===== config.mk =====
export PLATFORM = sky130hd
export DESIGN_NAME = fes_sequencer
export DESIGN_NICKNAME = d
export VERILOG_FILES = /design/src/hdl/fes_pkg.sv /design/src/hdl/fes_sequencer.sv
export SDC_FILE = /design/constraint.sdc
export NUM_CORES = 1
export LEC_CHECK = 0
export ABC_AREA = 1
export BUFFER_PORTS_ARGS = -buffer_cell sky130_fd_sc_hd__buf_2
export CAP_MARGIN = 20
export CORE_ASPECT_RATIO = 1.75
export CORE_UTILIZATION = 46
export DETAILED_ROUTE_END_ITERATION = 10
export PLACE_DENSITY_LB_ADDON = 0.3
export SLEW_MARGIN = 0
export SYNTH_ARGS = -nofsm -noshare
export SYNTH_HDL_FRONTEND = slang
export SYNTH_SLANG_ARGS = --single-unit

===== constraint.sdc =====
create_clock -name clk -period 1.71 [get_ports clk]
set_clock_uncertainty 0.2 [all_clocks]
set_input_delay 0 -clock clk [delete_from_list [all_inputs] [get_ports clk]]
set_output_delay 0 -clock clk [all_outputs]
set_load 0.02 [all_outputs]

===== src/hdl/fes_pkg.sv =====
/*
  Constants for the fetch/execute sequencer: phase codes, vectors,
  address and word widths.
  Assumes one clock (clk) that stands for the oscillator input.
*/
// How it works
// - The clock is divided by four into four non-overlapping phases that make one instruction cycle.
// - The program counter steps in the first phase, which starts the next fetch.
// - The word at the program counter is read and captured in the fourth phase.
// - Fetch and execute each take one cycle and overlap, giving one instruction per cycle.
// - The fetched word enters the instruction register in the first phase and runs in phases two to four.
// - The operand is read in phase two and the result written in phase four.
// - A change of program counter costs two cycles; the prefetched word is flushed as a no-op.
// - The program counter is 13 bits wide over an 8K by 14 space.
// - Only the low 4K words exist and higher addresses wrap into them.
// - Reset starts at word zero and interrupt entry goes to word four.
// - Instruction words are 14 bits, fetched in one cycle on their own bus.
// - A cycle-rate output runs at one quarter of the input clock.
package fes_pkg;
  localparam int PC_W   = 13;
  localparam int WORD_W = 14;
  localparam int IMPL_W = 12;
  localparam logic [PC_W-1:0]   RESET_VEC = 13'h0000;
  localparam logic [PC_W-1:0]   INTR_VEC  = 13'h0004;
  localparam logic [WORD_W-1:0] NOP_WORD  = 14'h0000;
  typedef enum logic [1:0] {
    PH_FIRST  = 2'b00,
    PH_SECOND = 2'b01,
    PH_THIRD  = 2'b10,
    PH_FOURTH = 2'b11
  } fes_phase_t;
endpackage


===== src/hdl/fes_sequencer.sv =====
/*
  Fetch/execute sequencer: phase generator, program counter, prefetch
  pipeline with flush, and phase-timed data memory strobes.
  Assumes program memory answers combinationally within one phase and
  that the decoder reports a branch while a word executes.
*/
module fes_sequencer
  import fes_pkg::*;
(
  // Clock and reset
  input  wire logic              clk,
  input  wire logic              nrst,
  // Program memory
  output logic [IMPL_W-1:0]      prog_addr,
  input  wire logic [WORD_W-1:0] prog_data,
  // Decoder and control
  input  wire logic              branch_take,
  input  wire logic [PC_W-1:0]   branch_target,
  input  wire logic              intr_enter,
  // Execution view
  output logic [WORD_W-1:0]      instr_word,
  output logic                   instr_valid,
  output logic [PC_W-1:0]        pc,
  output logic                   phase_first,
  output logic                   phase_second,
  output logic                   phase_third,
  output logic                   phase_fourth,
  // Data memory strobes
  output logic                   data_read,
  output logic                   data_write,
  // Cycle-rate output
  output logic                   cycle_rate_output
);

  // Phase group
  fes_phase_t        phase;
  fes_phase_t        next_phase;
  logic              next_rate;
  // Redirect group
  logic              redirect_pend;
  logic              next_redirect_pend;
  logic [PC_W-1:0]   target;
  logic [PC_W-1:0]   next_target;
  logic              intr_req;
  logic              branch_req;
  logic              redirect;
  // Boot group
  logic              boot;
  logic              next_boot;
  // Program counter group
  logic [PC_W-1:0]   next_pc;
  logic [PC_W-1:0]   pc_step;
  // Fetch group
  logic [WORD_W-1:0] fetch_word;
  logic [WORD_W-1:0] next_fetch_word;
  logic              fetch_valid;
  logic              next_fetch_valid;
  // Execute group
  logic [WORD_W-1:0] next_instr_word;
  logic              next_instr_valid;
  logic              exec_keep;

  // Phase decode
  assign phase_first  = (phase == PH_FIRST);
  assign phase_second = (phase == PH_SECOND);
  assign phase_third  = (phase == PH_THIRD);
  assign phase_fourth = (phase == PH_FOURTH);

  // Phase generator: clock divided by four
  always_comb begin
    next_phase = phase;
    unique case (phase)
      PH_FIRST: begin
        next_phase = PH_SECOND;
      end
      PH_SECOND: begin
        next_phase = PH_THIRD;
      end
      PH_THIRD: begin
        next_phase = PH_FOURTH;
      end
      PH_FOURTH: begin
        next_phase = PH_FIRST;
      end
    endcase
  end

  always_ff @(posedge clk) begin
    if (!nrst) begin
      phase <= PH_FOURTH;
    end else begin
      phase <= next_phase;
    end
  end

  // Cycle-rate output: high over the first two phases
  always_comb begin
    next_rate = 1'b0;
    unique case (next_phase)
      PH_FIRST: begin
        next_rate = 1'b1;
      end
      PH_SECOND: begin
        next_rate = 1'b1;
      end
      PH_THIRD: begin
        next_rate = 1'b0;
      end
      PH_FOURTH: begin
        next_rate = 1'b0;
      end
    endcase
  end

  always_ff @(posedge clk) begin
    if (!nrst) begin
      cycle_rate_output <= 1'b0;
    end else begin
      cycle_rate_output <= next_rate;
    end
  end

  // Redirect requests; interrupt entry wins over a branch
  assign intr_req   = intr_enter && !redirect_pend;
  assign branch_req = branch_take && instr_valid && !redirect_pend;
  assign redirect   = redirect_pend && phase_first;

  // Held until the next first phase, further requests ignored
  always_comb begin
    next_redirect_pend = redirect_pend;
    next_target        = target;
    if (phase_first) begin
      next_redirect_pend = 1'b0;
    end
    if (intr_req) begin
      next_redirect_pend = 1'b1;
      next_target        = INTR_VEC;
    end else if (branch_req) begin
      next_redirect_pend = 1'b1;
      next_target        = branch_target;
    end
  end

  always_ff @(posedge clk) begin
    if (!nrst) begin
      redirect_pend <= 1'b0;
      target        <= RESET_VEC;
    end else begin
      redirect_pend <= next_redirect_pend;
      target        <= next_target;
    end
  end

  // Boot cycle fetches the reset vector before anything runs
  always_comb begin
    next_boot = boot;
    if (phase_first) begin
      next_boot = 1'b0;
    end
  end

  always_ff @(posedge clk) begin
    if (!nrst) begin
      boot <= 1'b1;
    end else begin
      boot <= next_boot;
    end
  end

  // Program counter steps or jumps at the end of the first phase
  assign pc_step = PC_W'(pc + 13'h0001);

  always_comb begin
    next_pc = pc;
    unique case (phase)
      PH_FIRST: begin
        if (redirect) begin
          next_pc = target;
        end else if (!boot) begin
          next_pc = pc_step;
        end
      end
      PH_SECOND: begin
      end
      PH_THIRD: begin
      end
      PH_FOURTH: begin
      end
    endcase
  end

  always_ff @(posedge clk) begin
    if (!nrst) begin
      pc <= RESET_VEC;
    end else begin
      pc <= next_pc;
    end
  end

  // Fetch slot valid from the fourth phase until the word moves on
  always_comb begin
    next_fetch_valid = fetch_valid;
    unique case (phase)
      PH_FIRST: begin
        next_fetch_valid = 1'b0;
      end
      PH_SECOND: begin
      end
      PH_THIRD: begin
      end
      PH_FOURTH: begin
        // Reset exit edge is not a fetch
        if (!boot) begin
          next_fetch_valid = 1'b1;
        end
      end
    endcase
  end

  always_ff @(posedge clk) begin
    if (!nrst) begin
      fetch_valid <= 1'b0;
    end else begin
      fetch_valid <= next_fetch_valid;
    end
  end

  // Program word captured at the end of the fourth phase
  always_comb begin
    next_fetch_word = fetch_word;
    unique case (phase)
      PH_FIRST: begin
      end
      PH_SECOND: begin
      end
      PH_THIRD: begin
      end
      PH_FOURTH: begin
        if (!boot) begin
          next_fetch_word = prog_data;
        end
      end
    endcase
  end

  always_ff @(posedge clk) begin
    if (!nrst) begin
      fetch_word <= NOP_WORD;
    end else begin
      fetch_word <= next_fetch_word;
    end
  end

  // Flushed or empty slot runs as a no-op
  assign exec_keep = fetch_valid && !redirect;

  always_comb begin
    next_instr_valid = instr_valid;
    unique case (phase)
      PH_FIRST: begin
        next_instr_valid = exec_keep;
      end
      PH_SECOND: begin
      end
      PH_THIRD: begin
      end
      PH_FOURTH: begin
      end
    endcase
  end

  always_ff @(posedge clk) begin
    if (!nrst) begin
      instr_valid <= 1'b0;
    end else begin
      instr_valid <= next_instr_valid;
    end
  end

  // Prefetched word moves to execute in the first phase
  always_comb begin
    next_instr_word = instr_word;
    unique case (phase)
      PH_FIRST: begin
        next_instr_word = exec_keep ? fetch_word : NOP_WORD;
      end
      PH_SECOND: begin
      end
      PH_THIRD: begin
      end
      PH_FOURTH: begin
      end
    endcase
  end

  always_ff @(posedge clk) begin
    if (!nrst) begin
      instr_word <= NOP_WORD;
    end else begin
      instr_word <= next_instr_word;
    end
  end

  // Upper address bits dropped so fetches wrap into implemented words
  assign prog_addr = pc[IMPL_W-1:0];

  // Data memory strobes only for a word that really executes
  assign data_read  = instr_valid && phase_second;
  assign data_write = instr_valid && phase_fourth;
endmodule


==> reports/metrics.yaml, run 1 <==
wl_per_cell_um: 12.59
drive_above_1_share_pct: 26.67
gp_congestion: 0.8866
net-switching-power_w: 0.0008325
drt_pre_antenna_iters: 4
synth_area_um2: 2648
grt_pass1_vias: 2519
wl_mm: 7.001
cp-start-kind: "register"
grt_first_pass_wirelength_mm: 11.07
crit_path_start: "phase[0]$_SDFF_PN1_"
drt_iter0_drc: 77
endpoint: "pc[9]$_SDFFE_PN0P_"
dp_hpwl_mm: 4.771
finalHoldViolCount: 0
cts_sinks: 61
syn2layout_area_growth_pct: 38.89
netlist_instances: 365
synth-seq-cells: 61
r2r-end: "pc[9]$_SDFFE_PN0P_"
slew_viol_final: 0
port_buffers: 77
critPathRequiredTime_ns: 1.77
grt_use_total_pct: 24.99
leakagePower_nw: 1.662
met1Wirelength_mm: 2.633
setup_viol: 0
p_comb_share_pct: 13.5
highest_layer: "met4"
gr-total-overflow: 0
power_density_nw_per_um2: 926.6
die_y_um: 102.4
max-slew-margin-rel_pct: 77.08
cap_violations: 0
num_rows: 36
cts_htree_levels: 3
holdWs_ns: 0.2184
synthFlopType: "dfxtp_1"
wl_met2_mm: 3.663
synth.net_count: 401
placed_cells: 510
arrival_ns: 1.69
drc: 0
grt_max_degree: 23
die_area_um2: 6075
clkTransAtPathRegs_ns: 0.06
vias_per_cell: 4.923
antenna_cells: 0
power_w: 0.003407
core_um2: 5540
fin_crit_ns: 1.622
reg2reg_slack_ns: 0.09
wl_met3_um: 320
clkPwrFrac_pct: 42.1
vias: 2737
postCtsSetupRepairBufs: 0
antenna_found_initial: 0
cts-buffers-inserted: 9
seq_area_frac_synth_pct: 46.12
holdCritPathClass: "input pin to register"
worstPathMaxFanout: 12
avgSynthCellArea_um2: 7.254
final_cells: 556
pwr-share-seq_pct: 44.5
finalCritPeriodShare_pct: 94.86
yosysWarnings: 0
ir_drop_uv: 779.1
synth-edff-count: 0
initial_core_util_pct: 47.79
cts_tree: "yes"
worst_pin_slew_ns: 0.3425
synth_top_area_share_pct: 46.12
num_io_pins: 78
synthArstFlopShare_pct: 0
r2r_start: "phase[0]$_SDFF_PN1_"
insertion_delay_ns: 0.33
end_kind: "register"
die_x_um: 59.35
path_class: "register to register"
postRouteAntennaNets: 0
finalNetCount: 511
status: "complete, no violations"
cts-root-buf: "clkbuf_8"
ys_top_cells_by_area: "dfxtp_1 (46%), nand2_1 (12%), o21ai_0 (9.5%)"
switching_share_pct: 24.43
p_int_w: 0.002575
clockBufferDepth: 2
synth_cell_types: 23
synth_common_cells: "nand2_1 (84), dfxtp_1 (61), o21ai_0 (50)"
synth.most_common_cell: "nand2_1"
fmax_ghz: 0.6165
worstRegToRegCells: 8
synth_top_area_cell: "dfxtp_1"
[critical path, stage by stage (launching register included)]
cell,delay [ns]
dfxtp_1,0.31
inv_1,0.12
ha_4,0.18
inv_2,0.06
a21oi_4,0.12
inv_2,0.12
nor2_1,0.24
nand2_1,0.09
a21oi_1,0.11
[what timing repair did]
| action | 4_1_cts | 5_1_grt |
|---|---|---|
| setup endpoints to repair | 0 | 30 |
| hold endpoints to repair | 36 | 0 |
| hold buffers | 30 | 0 |
| resized for setup | 0 | 10 |
[routing by layer]
layer / vias to the layer above / GRT usage, %
met5: - / 0
met4: 0 / 17.95
met3: 23 / 6.582
met2: 87 / 43.73
met1: 1243 / 24.60
li1: 1384 / -
[sequential cells by signal, indices dropped and copies added (netlist names)]
signal and cells:
boot 1, cycle_rate_output 1, fetch_valid 1, fetch_word 14, instr_valid 1, instr_word 14, pc 13, phase 2
redirect_pend 1, target 13
[kinds of logic (layout without fill, tap and decap cells)]
family | Yosys count | count (layout) | share of synthesized area, %
simple gates | 153 | 153 | 23.58
compound gates | 85 | 85 | 16.78
flops | 61 | 61 | 46.12
buf+inv | 60 | 175 | 10.82
fa+ha+maj | 5 | 5 | 2.363
xor+xnor | 1 | 1 | 0.3309
[layout make-up]
cell class,count,area [µm²]
Fill cell,484,1863
Sequential cell,61,1224
Multi-Input combinational cell,244,1180
Timing Repair Buffer,123,818.3
Clock buffer,12,155.1
Inverter,36,135.1
Tap cell,76,95.09
Clock inverter,4,70.07
[power by group through the flow]
stage / Combinational [W] / Sequential [W] / Clock [W]
3_5_place_dp: 0.000388 / 0.00154 / 0
2_1_floorplan: 0.000225 / 0.00155 / 0
4_1_cts: 0.000441 / 0.00151 / 0.00145
6_report: 0.000459 / 0.00152 / 0.00143
5_1_grt: 0.000510 / 0.00152 / 0.00153
3_3_place_gp: 0.000383 / 0.00154 / 0
[how the worst min path moves through the flow]
stage	start	endpoint	cells past startpoint
finish	prog_data[4]	fetch_word[4]$_SDFFE_PN0P_	4
global route	prog_data[5]	fetch_word[5]$_SDFFE_PN0P_	4
global placement	prog_data[3]	fetch_word[3]$_SDFFE_PN0P_	3
detailed placement	prog_data[4]	fetch_word[4]$_SDFFE_PN0P_	3
CTS	prog_data[4]	fetch_word[4]$_SDFFE_PN0P_	4
floorplan	prog_data[0]	fetch_word[0]$_SDFFE_PN0P_	2
[per-stage QoR]
stage | setup slack (ns) | utilization, % | TNS [ns] | instance area (µm²)
final | 0.08796 | 66.37 | 0 | 3677
after global routing | -0.002608 | 66.37 | -0.002608 | 3677
after CTS | 0.002813 | 65.70 | 0 | 3640
after floorplan | 0.06701 | - | 0 | 2653
after global placement | 0.09408 | 56.21 | 0 | 3114
after detailed placement | 0.009073 | 56.21 | 0 | 3114
[cells in the final DEF, fill, tap and decap left out, types with 2 or more instances in the layout]
cell	Yosys	final
or2_2	2	2
dfxtp_1	61	59
nand3_1	11	10
clkbuf_8	0	11
nand4_1	4	4
inv_1	31	31
a21oi_1	31	31
nand2_1	84	82
nand3b_1	3	3
o21ai_0	50	50
buf_4	12	15
inv_2	5	5
buf_2	7	77
nor3_1	4	4
nor2_2	2	4
dlygate4sd3_1	0	30
nor2_1	43	40
dfxtp_2	0	2
clkinv_2	0	2
bufinv_16	0	2
ha_1	5	4
Power figures use the tool's default switching activity.
==> inputs of run 2 (changes only) <==
--- a/config.mk
+++ b/config.mk
@@ -8,7 +8,7 @@
 export ABC_AREA = 1
 export BUFFER_PORTS_ARGS = -buffer_cell sky130_fd_sc_hd__buf_2
 export CAP_MARGIN = 20
-export CORE_ASPECT_RATIO = 1.75
+export CORE_ASPECT_RATIO = 0.9
 export CORE_UTILIZATION = 46
 export DETAILED_ROUTE_END_ITERATION = 10
 export PLACE_DENSITY_LB_ADDON = 0.3
==> run 2 against run 1 <==
Against the previous run: maximum frequency down 1.3%; final cell count down 1.4%; sequential cell count unchanged; combinational power up 3%; register-to-register slack worse by 0.02 ns; utilization up 1.3 points; highest routed layer unchanged; non-clock buffer count down 1; global-route usage down 1.3 points; critical endpoint is now pc[7]$_SDFFE_PN0P_; critical path depth up 1; sequential share of layout area up 0.11 points; via count up 0.66%; design area down 0.44%.
==> reports/metrics.yaml, run 2 (same netlist as run 1, synthesis figures left out) <==
status: "complete, no violations"
finalInstanceArea_um2: 3661  # -0.44%
port_buffers: 77  # unchanged
finalHoldViolCount: 0  # unchanged
ir_drop_uv: 919.8  # +18%
vias_per_cell: 5.027  # +2.1%
grt_pass1_vias: 2371  # -5.9%
final_cells: 548  # -1.4%
highest_layer: "met4"
r2r-end: "pc[7]$_SDFFE_PN0P_"
grt_use_total_pct: 23.73  # -1.3 points
vias: 2755  # +0.66%
final_common_cell: "nand2_1"
top_regs: "fetch_word: 14 flops, instr_word: 14 flops"
insertion_delay_ns: 0.34  # about the same
cap_violations: 0  # unchanged
power_density_nw_per_um2: 880.9  # -4.9%
reg2reg_slack_ns: 0.07  # -0.02 ns
leakagePower_nw: 1.622  # -2.4%
critPathRequiredTime_ns: 1.79  # +0.02 ns
arrival_ns: 1.72  # +0.03 ns
drc: 0  # unchanged
cp-start-kind: "register"
clkTransAtPathRegs_ns: 0.07  # about the same
num_io_pins: 78  # unchanged
wl_met3_um: 506  # +58%
hold_path_depth: 4  # unchanged
met1Wirelength_mm: 3.182  # +21%
fmax_ghz: 0.6087  # -1.3%
worstRegToRegCells: 9  # +1
drt_pre_antenna_iters: 4  # unchanged
core_um2: 5411  # -2.3%
finalCritPeriodShare_pct: 96.07  # +1.2 points
holdCritPathClass: "input pin to register"
drive_above_1_share_pct: 27.44  # +0.78 points
worstPathMaxFanout: 10  # -2
power_w: 0.003225  # -5.4%
antenna_cells: 0  # unchanged
slew_viol_final: 0  # unchanged
num_rows: 25  # -31%
die_y_um: 73.97  # -28%
antenna_found_initial: 0  # unchanged
clockBufferDepth: 2  # unchanged
die_x_um: 81.97  # +38%
placed_area_um2: 3053  # -2.0%
setup_viol: 0  # unchanged
wl_per_cell_um: 12.59  # about the same
max-slew-margin-rel_pct: 79.72  # +2.6 points
path_class: "register to register"
placed_cells: 496  # -2.7%
postRouteAntennaNets: 0  # unchanged
finalNetCount: 513  # +0.39%
cts_sinks: 61  # unchanged
r2r_start: "phase[1]$_SDFF_PN1_"
wl_mm: 6.899  # -1.5%
grt_max_degree: 23  # unchanged
hold_end: "fetch_word[7]$_SDFFE_PN0P_"
end_kind: "register"
initial_core_util_pct: 48.92  # +1.1 points
grt_setup_unrepaired: "yes"
syn2layout_area_growth_pct: 38.28
gp_congestion: 0.8571  # -3.3%
cts_tree: "yes"
die_area_um2: 6063  # -0.19%
worst_pin_slew_ns: 0.3037  # -0.03881 ns
dp_hpwl_mm: 4.468  # -6.4%
fin_crit_ns: 1.643  # +0.02082 ns
cts-root-buf: "clkbuf_8"
fill_cells: 465  # -3.9%
gr-total-overflow: 0  # unchanged
final_cell_mix: "nand2_1 (82), buf_2 (77), dfxtp_1 (60)"
hp-start: "prog_data[7]"
cts-buffers-inserted: 9  # unchanged
drt_iter0_drc: 180  # +130%
grt_first_pass_wirelength_mm: 10.75  # -2.9%
wl_met2_mm: 3.119  # -15%
cts_htree_levels: 3  # unchanged
-- run 2: changes by cell type in the layout (fill, tap and decap cells not counted), moves of 2 or more --
cell,before,now
o21ai_0,50,47
nor2_4,1,3
bufinv_16,2,0
inv_4,0,2
inv_2,5,3
clkbuf_8,11,13
clkinv_2,2,0
clkinvlp_4,0,5
o21ai_1,0,3
-- run 2: stage by stage --
step           util, %  setup slack (ns)  setup TNS (ns)  hold slack (ns)
4_1_cts          66.29       -0.00005818     -0.00005818           0.2234
3_5_place_dp     56.42           -0.1263          -1.310          0.03716
3_3_place_gp     56.42          -0.04465         -0.2446          0.02597
5_1_grt          67.65          -0.01769        -0.04505           0.2428
2_1_floorplan        -           0.06701               0         -0.06510
6_report         67.65           0.06714               0           0.2422
-- run 2: how the worst max path moves through the flow --
stage	endpoint	depth (start not counted)	startpoint	slack (ns)
floorplan	fetch_word[10]$_SDFFE_PN0P_	7	phase[0]$_SDFF_PN1_	0.07
finish	pc[7]$_SDFFE_PN0P_	9	phase[1]$_SDFF_PN1_	0.07
detailed placement	fetch_word[9]$_SDFFE_PN0P_	6	phase[0]$_SDFF_PN1_	-0.13
global placement	fetch_word[10]$_SDFFE_PN0P_	6	phase[0]$_SDFF_PN1_	-0.04
global route	instr_word[12]$_SDFFE_PN0P_	7	phase[1]$_SDFF_PN1_	-0.02
CTS	fetch_word[11]$_SDFFE_PN0P_	6	phase[0]$_SDFF_PN1_	-0.00006
-- run 2: power by group --
| group | internal [W] | switching (W) |
|---|---|---|
| combinational | 0.000200 | 0.000272 |
| clock | 0.000679 | 0.000554 |
| sequential | 0.00148 | 0.0000402 |
| total | 0.00236 | 0.000867 |
-- run 2: final cells by class --
class	count	area, µm²	area share, %
inverter	36	143.9	3.930
clock buffer	13	178.9	4.887
timing repair inverter	3	22.52	0.6152
multi-input combinational	244	1191	32.54
clock inverter	2	16.27	0.4443
tap	67	83.83	2.290
timing repair buffer	122	802.0	21.91
sequential	61	1222	33.39
-- run 2: worst max-delay path, cell delays in order, from the launching register on --
cell	delay (ns)
dfxtp_1	0.37
inv_1	0.10
ha_4	0.19
nand2_2	0.12
inv_4	0.09
nor2_4	0.12
nand3b_1	0.09
o21ai_0	0.09
nand2_1	0.07
a21oi_1	0.13
-- run 2: timing repair --
item                                    4_1_cts  5_1_grt
pin swaps                                     0        1
gates resized for setup                      10       12
endpoints found under the setup margin       31       44
setup buffers                                 0        4
gates cloned                                  2        1
hold endpoints to repair                     42        0
hold buffers                                 30        0
-- run 2: layer usage --
layer / up-vias / GRT usage, %
met5: - / 0
met2: 100 / 33.79
li1: 1391 / -
met4: 0 / 10.72
met3: 14 / 6.012
met1: 1250 / 33.66
==> inputs of run 3 (changes only) <==
--- a/config.mk
+++ b/config.mk
@@ -16,3 +16,4 @@
 export SYNTH_ARGS = -nofsm -noshare
 export SYNTH_HDL_FRONTEND = slang
 export SYNTH_SLANG_ARGS = --single-unit
+export TNS_END_PERCENT = 20
==> constraint.sdc (replaced) <==
create_clock -name clk -period 1.71 [get_ports clk]
set_clock_uncertainty 0.2 [all_clocks]
set_input_delay 0 -clock clk [delete_from_list [all_inputs] [get_ports clk]]
set_output_delay 0 -clock clk [all_outputs]
set_load 0.1 [all_outputs]
==> run 3 against run 2 <==
Against the previous run: global-route usage is 0.18 points higher; design area decreased by 0.79%; critical path depth is 2 lower; sequential cell count unchanged; first-iteration DRC count increased by 18%; combinational power rose by 35%; register-to-register slack gained 0.03 ns; routed wire length is 0.10% higher; clock-buffer cell count unchanged; sequential share of layout area rose by 0.92 points; utilization fell by 0.53 points; clock power about the same; critical endpoint is now pc[10]$_SDFFE_PN0P_; largest cell class unchanged; largest power group unchanged; highest routed layer unchanged.
==> reports/metrics.yaml, run 3 (same netlist as run 1, synthesis figures left out) <==
status: "complete, no violations"
pre_cts_slack_ns: 0.02280  # +0.1491 ns
grt_first_pass_wirelength_mm: 10.64  # -1.0%
final_common_cell: "nand2_1"
slew_viol_final: 0  # unchanged
grt_setup_unrepaired: "no"
slowest_stage: "dfxtp_2"
grt_max_degree: 33  # +43%
cts_sinks: 61  # unchanged
finalHoldViolCount: 0  # unchanged
cts_tree: "yes"
top_regs: "fetch_word: 14 flops, instr_word: 14 flops"
setup_viol: 0  # unchanged
end_kind: "register"
die_x_um: 81.97  # unchanged
drive_above_1_share_pct: 29.18  # +1.7 points
num_io_pins: 78  # unchanged
power_density_nw_per_um2: 931.2  # +5.7%
p_int_w: 0.002315  # -1.9%
gr-total-overflow: 0  # unchanged
insertion_delay_ns: 0.34  # about the same
antenna_found_initial: 0  # unchanged
arrival_ns: 1.66  # -0.06 ns
die_area_um2: 6063  # unchanged
cts-root-buf: "clkbuf_8"
clkTransAtPathRegs_ns: 0.07  # about the same
pwr-share-seq_pct: 45.1  # -2.0 points
wl_mm: 6.906  # +0.10%
dp_hpwl_mm: 4.454  # -0.30%
gp_congestion: 0.8612  # +0.48%
fmax_ghz: 0.6190  # +1.7%
fin_tns_setup_ns: 0  # unchanged
finalInstanceArea_um2: 3632  # -0.79%
final_cells: 540  # -1.5%
cpPeakStageDelay_ns: 0.34  # -0.03 ns
worst_pin_slew_ns: 0.5100  # +0.2062 ns
placed_area_um2: 3098  # +1.5%
fill_cells: 484  # +4.1%
crit_chain: "inv_2 -> ha_4 -> nand2_2 -> buf_12 -> or2_2 -> a21oi_2 -> nor2_1"
postRouteAntennaNets: 0  # unchanged
final_cell_mix: "nand2_1 (82), buf_2 (76), o21ai_0 (49)"
cap_violations: 0  # unchanged
finalNetCount: 504  # -1.8%
num_rows: 25  # unchanged
clockBufferDepth: 2  # unchanged
antenna_cells: 0  # unchanged
cp-start-kind: "register"
setup_ws_ns: 0.09449  # +0.02735 ns
holdCritPathClass: "input pin to register"
cts-buffers-inserted: 9  # unchanged
clkPwrFrac_pct: 36.1  # -2.1 points
cts_htree_levels: 3  # unchanged
vias_per_cell: 5.072  # +0.89%
worstPathMaxFanout: 14  # +4
placed_cells: 492  # -0.81%
syn2layout_area_growth_pct: 37.19
ir_drop_uv: 658.8  # -28%
path_class: "register to register"
p_comb_share_pct: 18.8  # +4.2 points
core_um2: 5411  # unchanged
critPathRequiredTime_ns: 1.75  # -0.04 ns
finalCritPeriodShare_pct: 94.47  # -1.6 points
port_buffers: 77  # unchanged
hold_path_depth: 4  # unchanged
leakagePower_nw: 1.596  # -1.6%
grt_use_total_pct: 23.91  # +0.18 points
initial_core_util_pct: 48.92  # unchanged
vias: 2739  # -0.58%
reg2reg_slack_ns: 0.09  # +0.03 ns
worstRegToRegCells: 7  # -2
drc: 0  # unchanged
power_w: 0.003382  # +4.9%
wl_per_cell_um: 12.79  # +1.6%
fin_crit_ns: 1.616  # -0.02735 ns
net-switching-power_w: 0.001068  # +23%
die_y_um: 73.97  # unchanged
max-slew-margin-rel_pct: 66.24  # -13 points
drt_iter0_drc: 212  # +18%
grt_pass1_vias: 2296  # -3.2%
drt_pre_antenna_iters: 4  # unchanged
switching_share_pct: 31.56  # +4.7 points
-- run 3: final timing paths --
| path | from | endpoint |
|---|---|---|
| worst max-delay path | phase[1]$_SDFF_PN1_ | pc[10]$_SDFFE_PN0P_ |
| worst min-delay path | prog_data[8] | fetch_word[8]$_SDFFE_PN0P_ |
| worst max register to register | phase[1]$_SDFF_PN1_ | pc[10]$_SDFFE_PN0P_ |
| worst min register to register | instr_word[2]$_SDFFE_PN0P_ | instr_word[2]$_SDFFE_PN0P_ |
-- run 3: power by group through the flow --
stage | combinational (W) | sequential [W] | clock [W]
floorplan | 0.000392 | 0.00161 | 0
global placement | 0.000556 | 0.00155 | 0
detailed placement | 0.000562 | 0.00155 | 0
CTS | 0.000616 | 0.00152 | 0.00123
global route | 0.000689 | 0.00153 | 0.00130
finish | 0.000636 | 0.00152 | 0.00122
-- run 3: layout make-up --
cell class | count | area, µm² | area share, %
Sequential cell | 61 | 1246 | 34.31
Multi-Input combinational cell | 244 | 1194 | 32.86
Clock buffer | 13 | 170.2 | 4.685
Clock inverter | 3 | 18.77 | 0.5167
Timing Repair inverter | 1 | 7.507 | 0.2067
Inverter | 36 | 138.9 | 3.824
Tap cell | 67 | 83.83 | 2.308
Timing Repair Buffer | 115 | 773.2 | 21.29
-- run 3: metal layers --
layer | GRT usage [%] | routed length, µm
met5 | 0 | 0
met4 | 11.11 | 138
met3 | 5.890 | 523
met2 | 36.00 | 3125
met1 | 32.29 | 3119
-- run 3: stage by stage --
stage,util [%],hold WS (ns)
2_1_floorplan,-,-0.06510
3_3_place_gp,57.25,0.02518
3_5_place_dp,57.25,0.03678
4_1_cts,66.29,0.2027
5_1_grt,67.12,0.2271
6_report,67.12,0.2252
-- run 3: what timing repair did --
action | CTS | global route
hold buffers | 30 | 0
setup endpoints to repair | 0 | 25
buffers inserted | 0 | 1
hold endpoints to repair | 54 | 0
resized for setup | 0 | 12
-- run 3: critical path, delay by kind of cell (launching register included) --
family | cells | cell delay [ns]
adder cells (fa/ha/maj) | 1 | 0.18
buffers and inverters | 2 | 0.23
AO/OA/AOI/OAI | 1 | 0.14
AND/OR/NAND/NOR | 3 | 0.41
flip-flops | 1 | 0.34
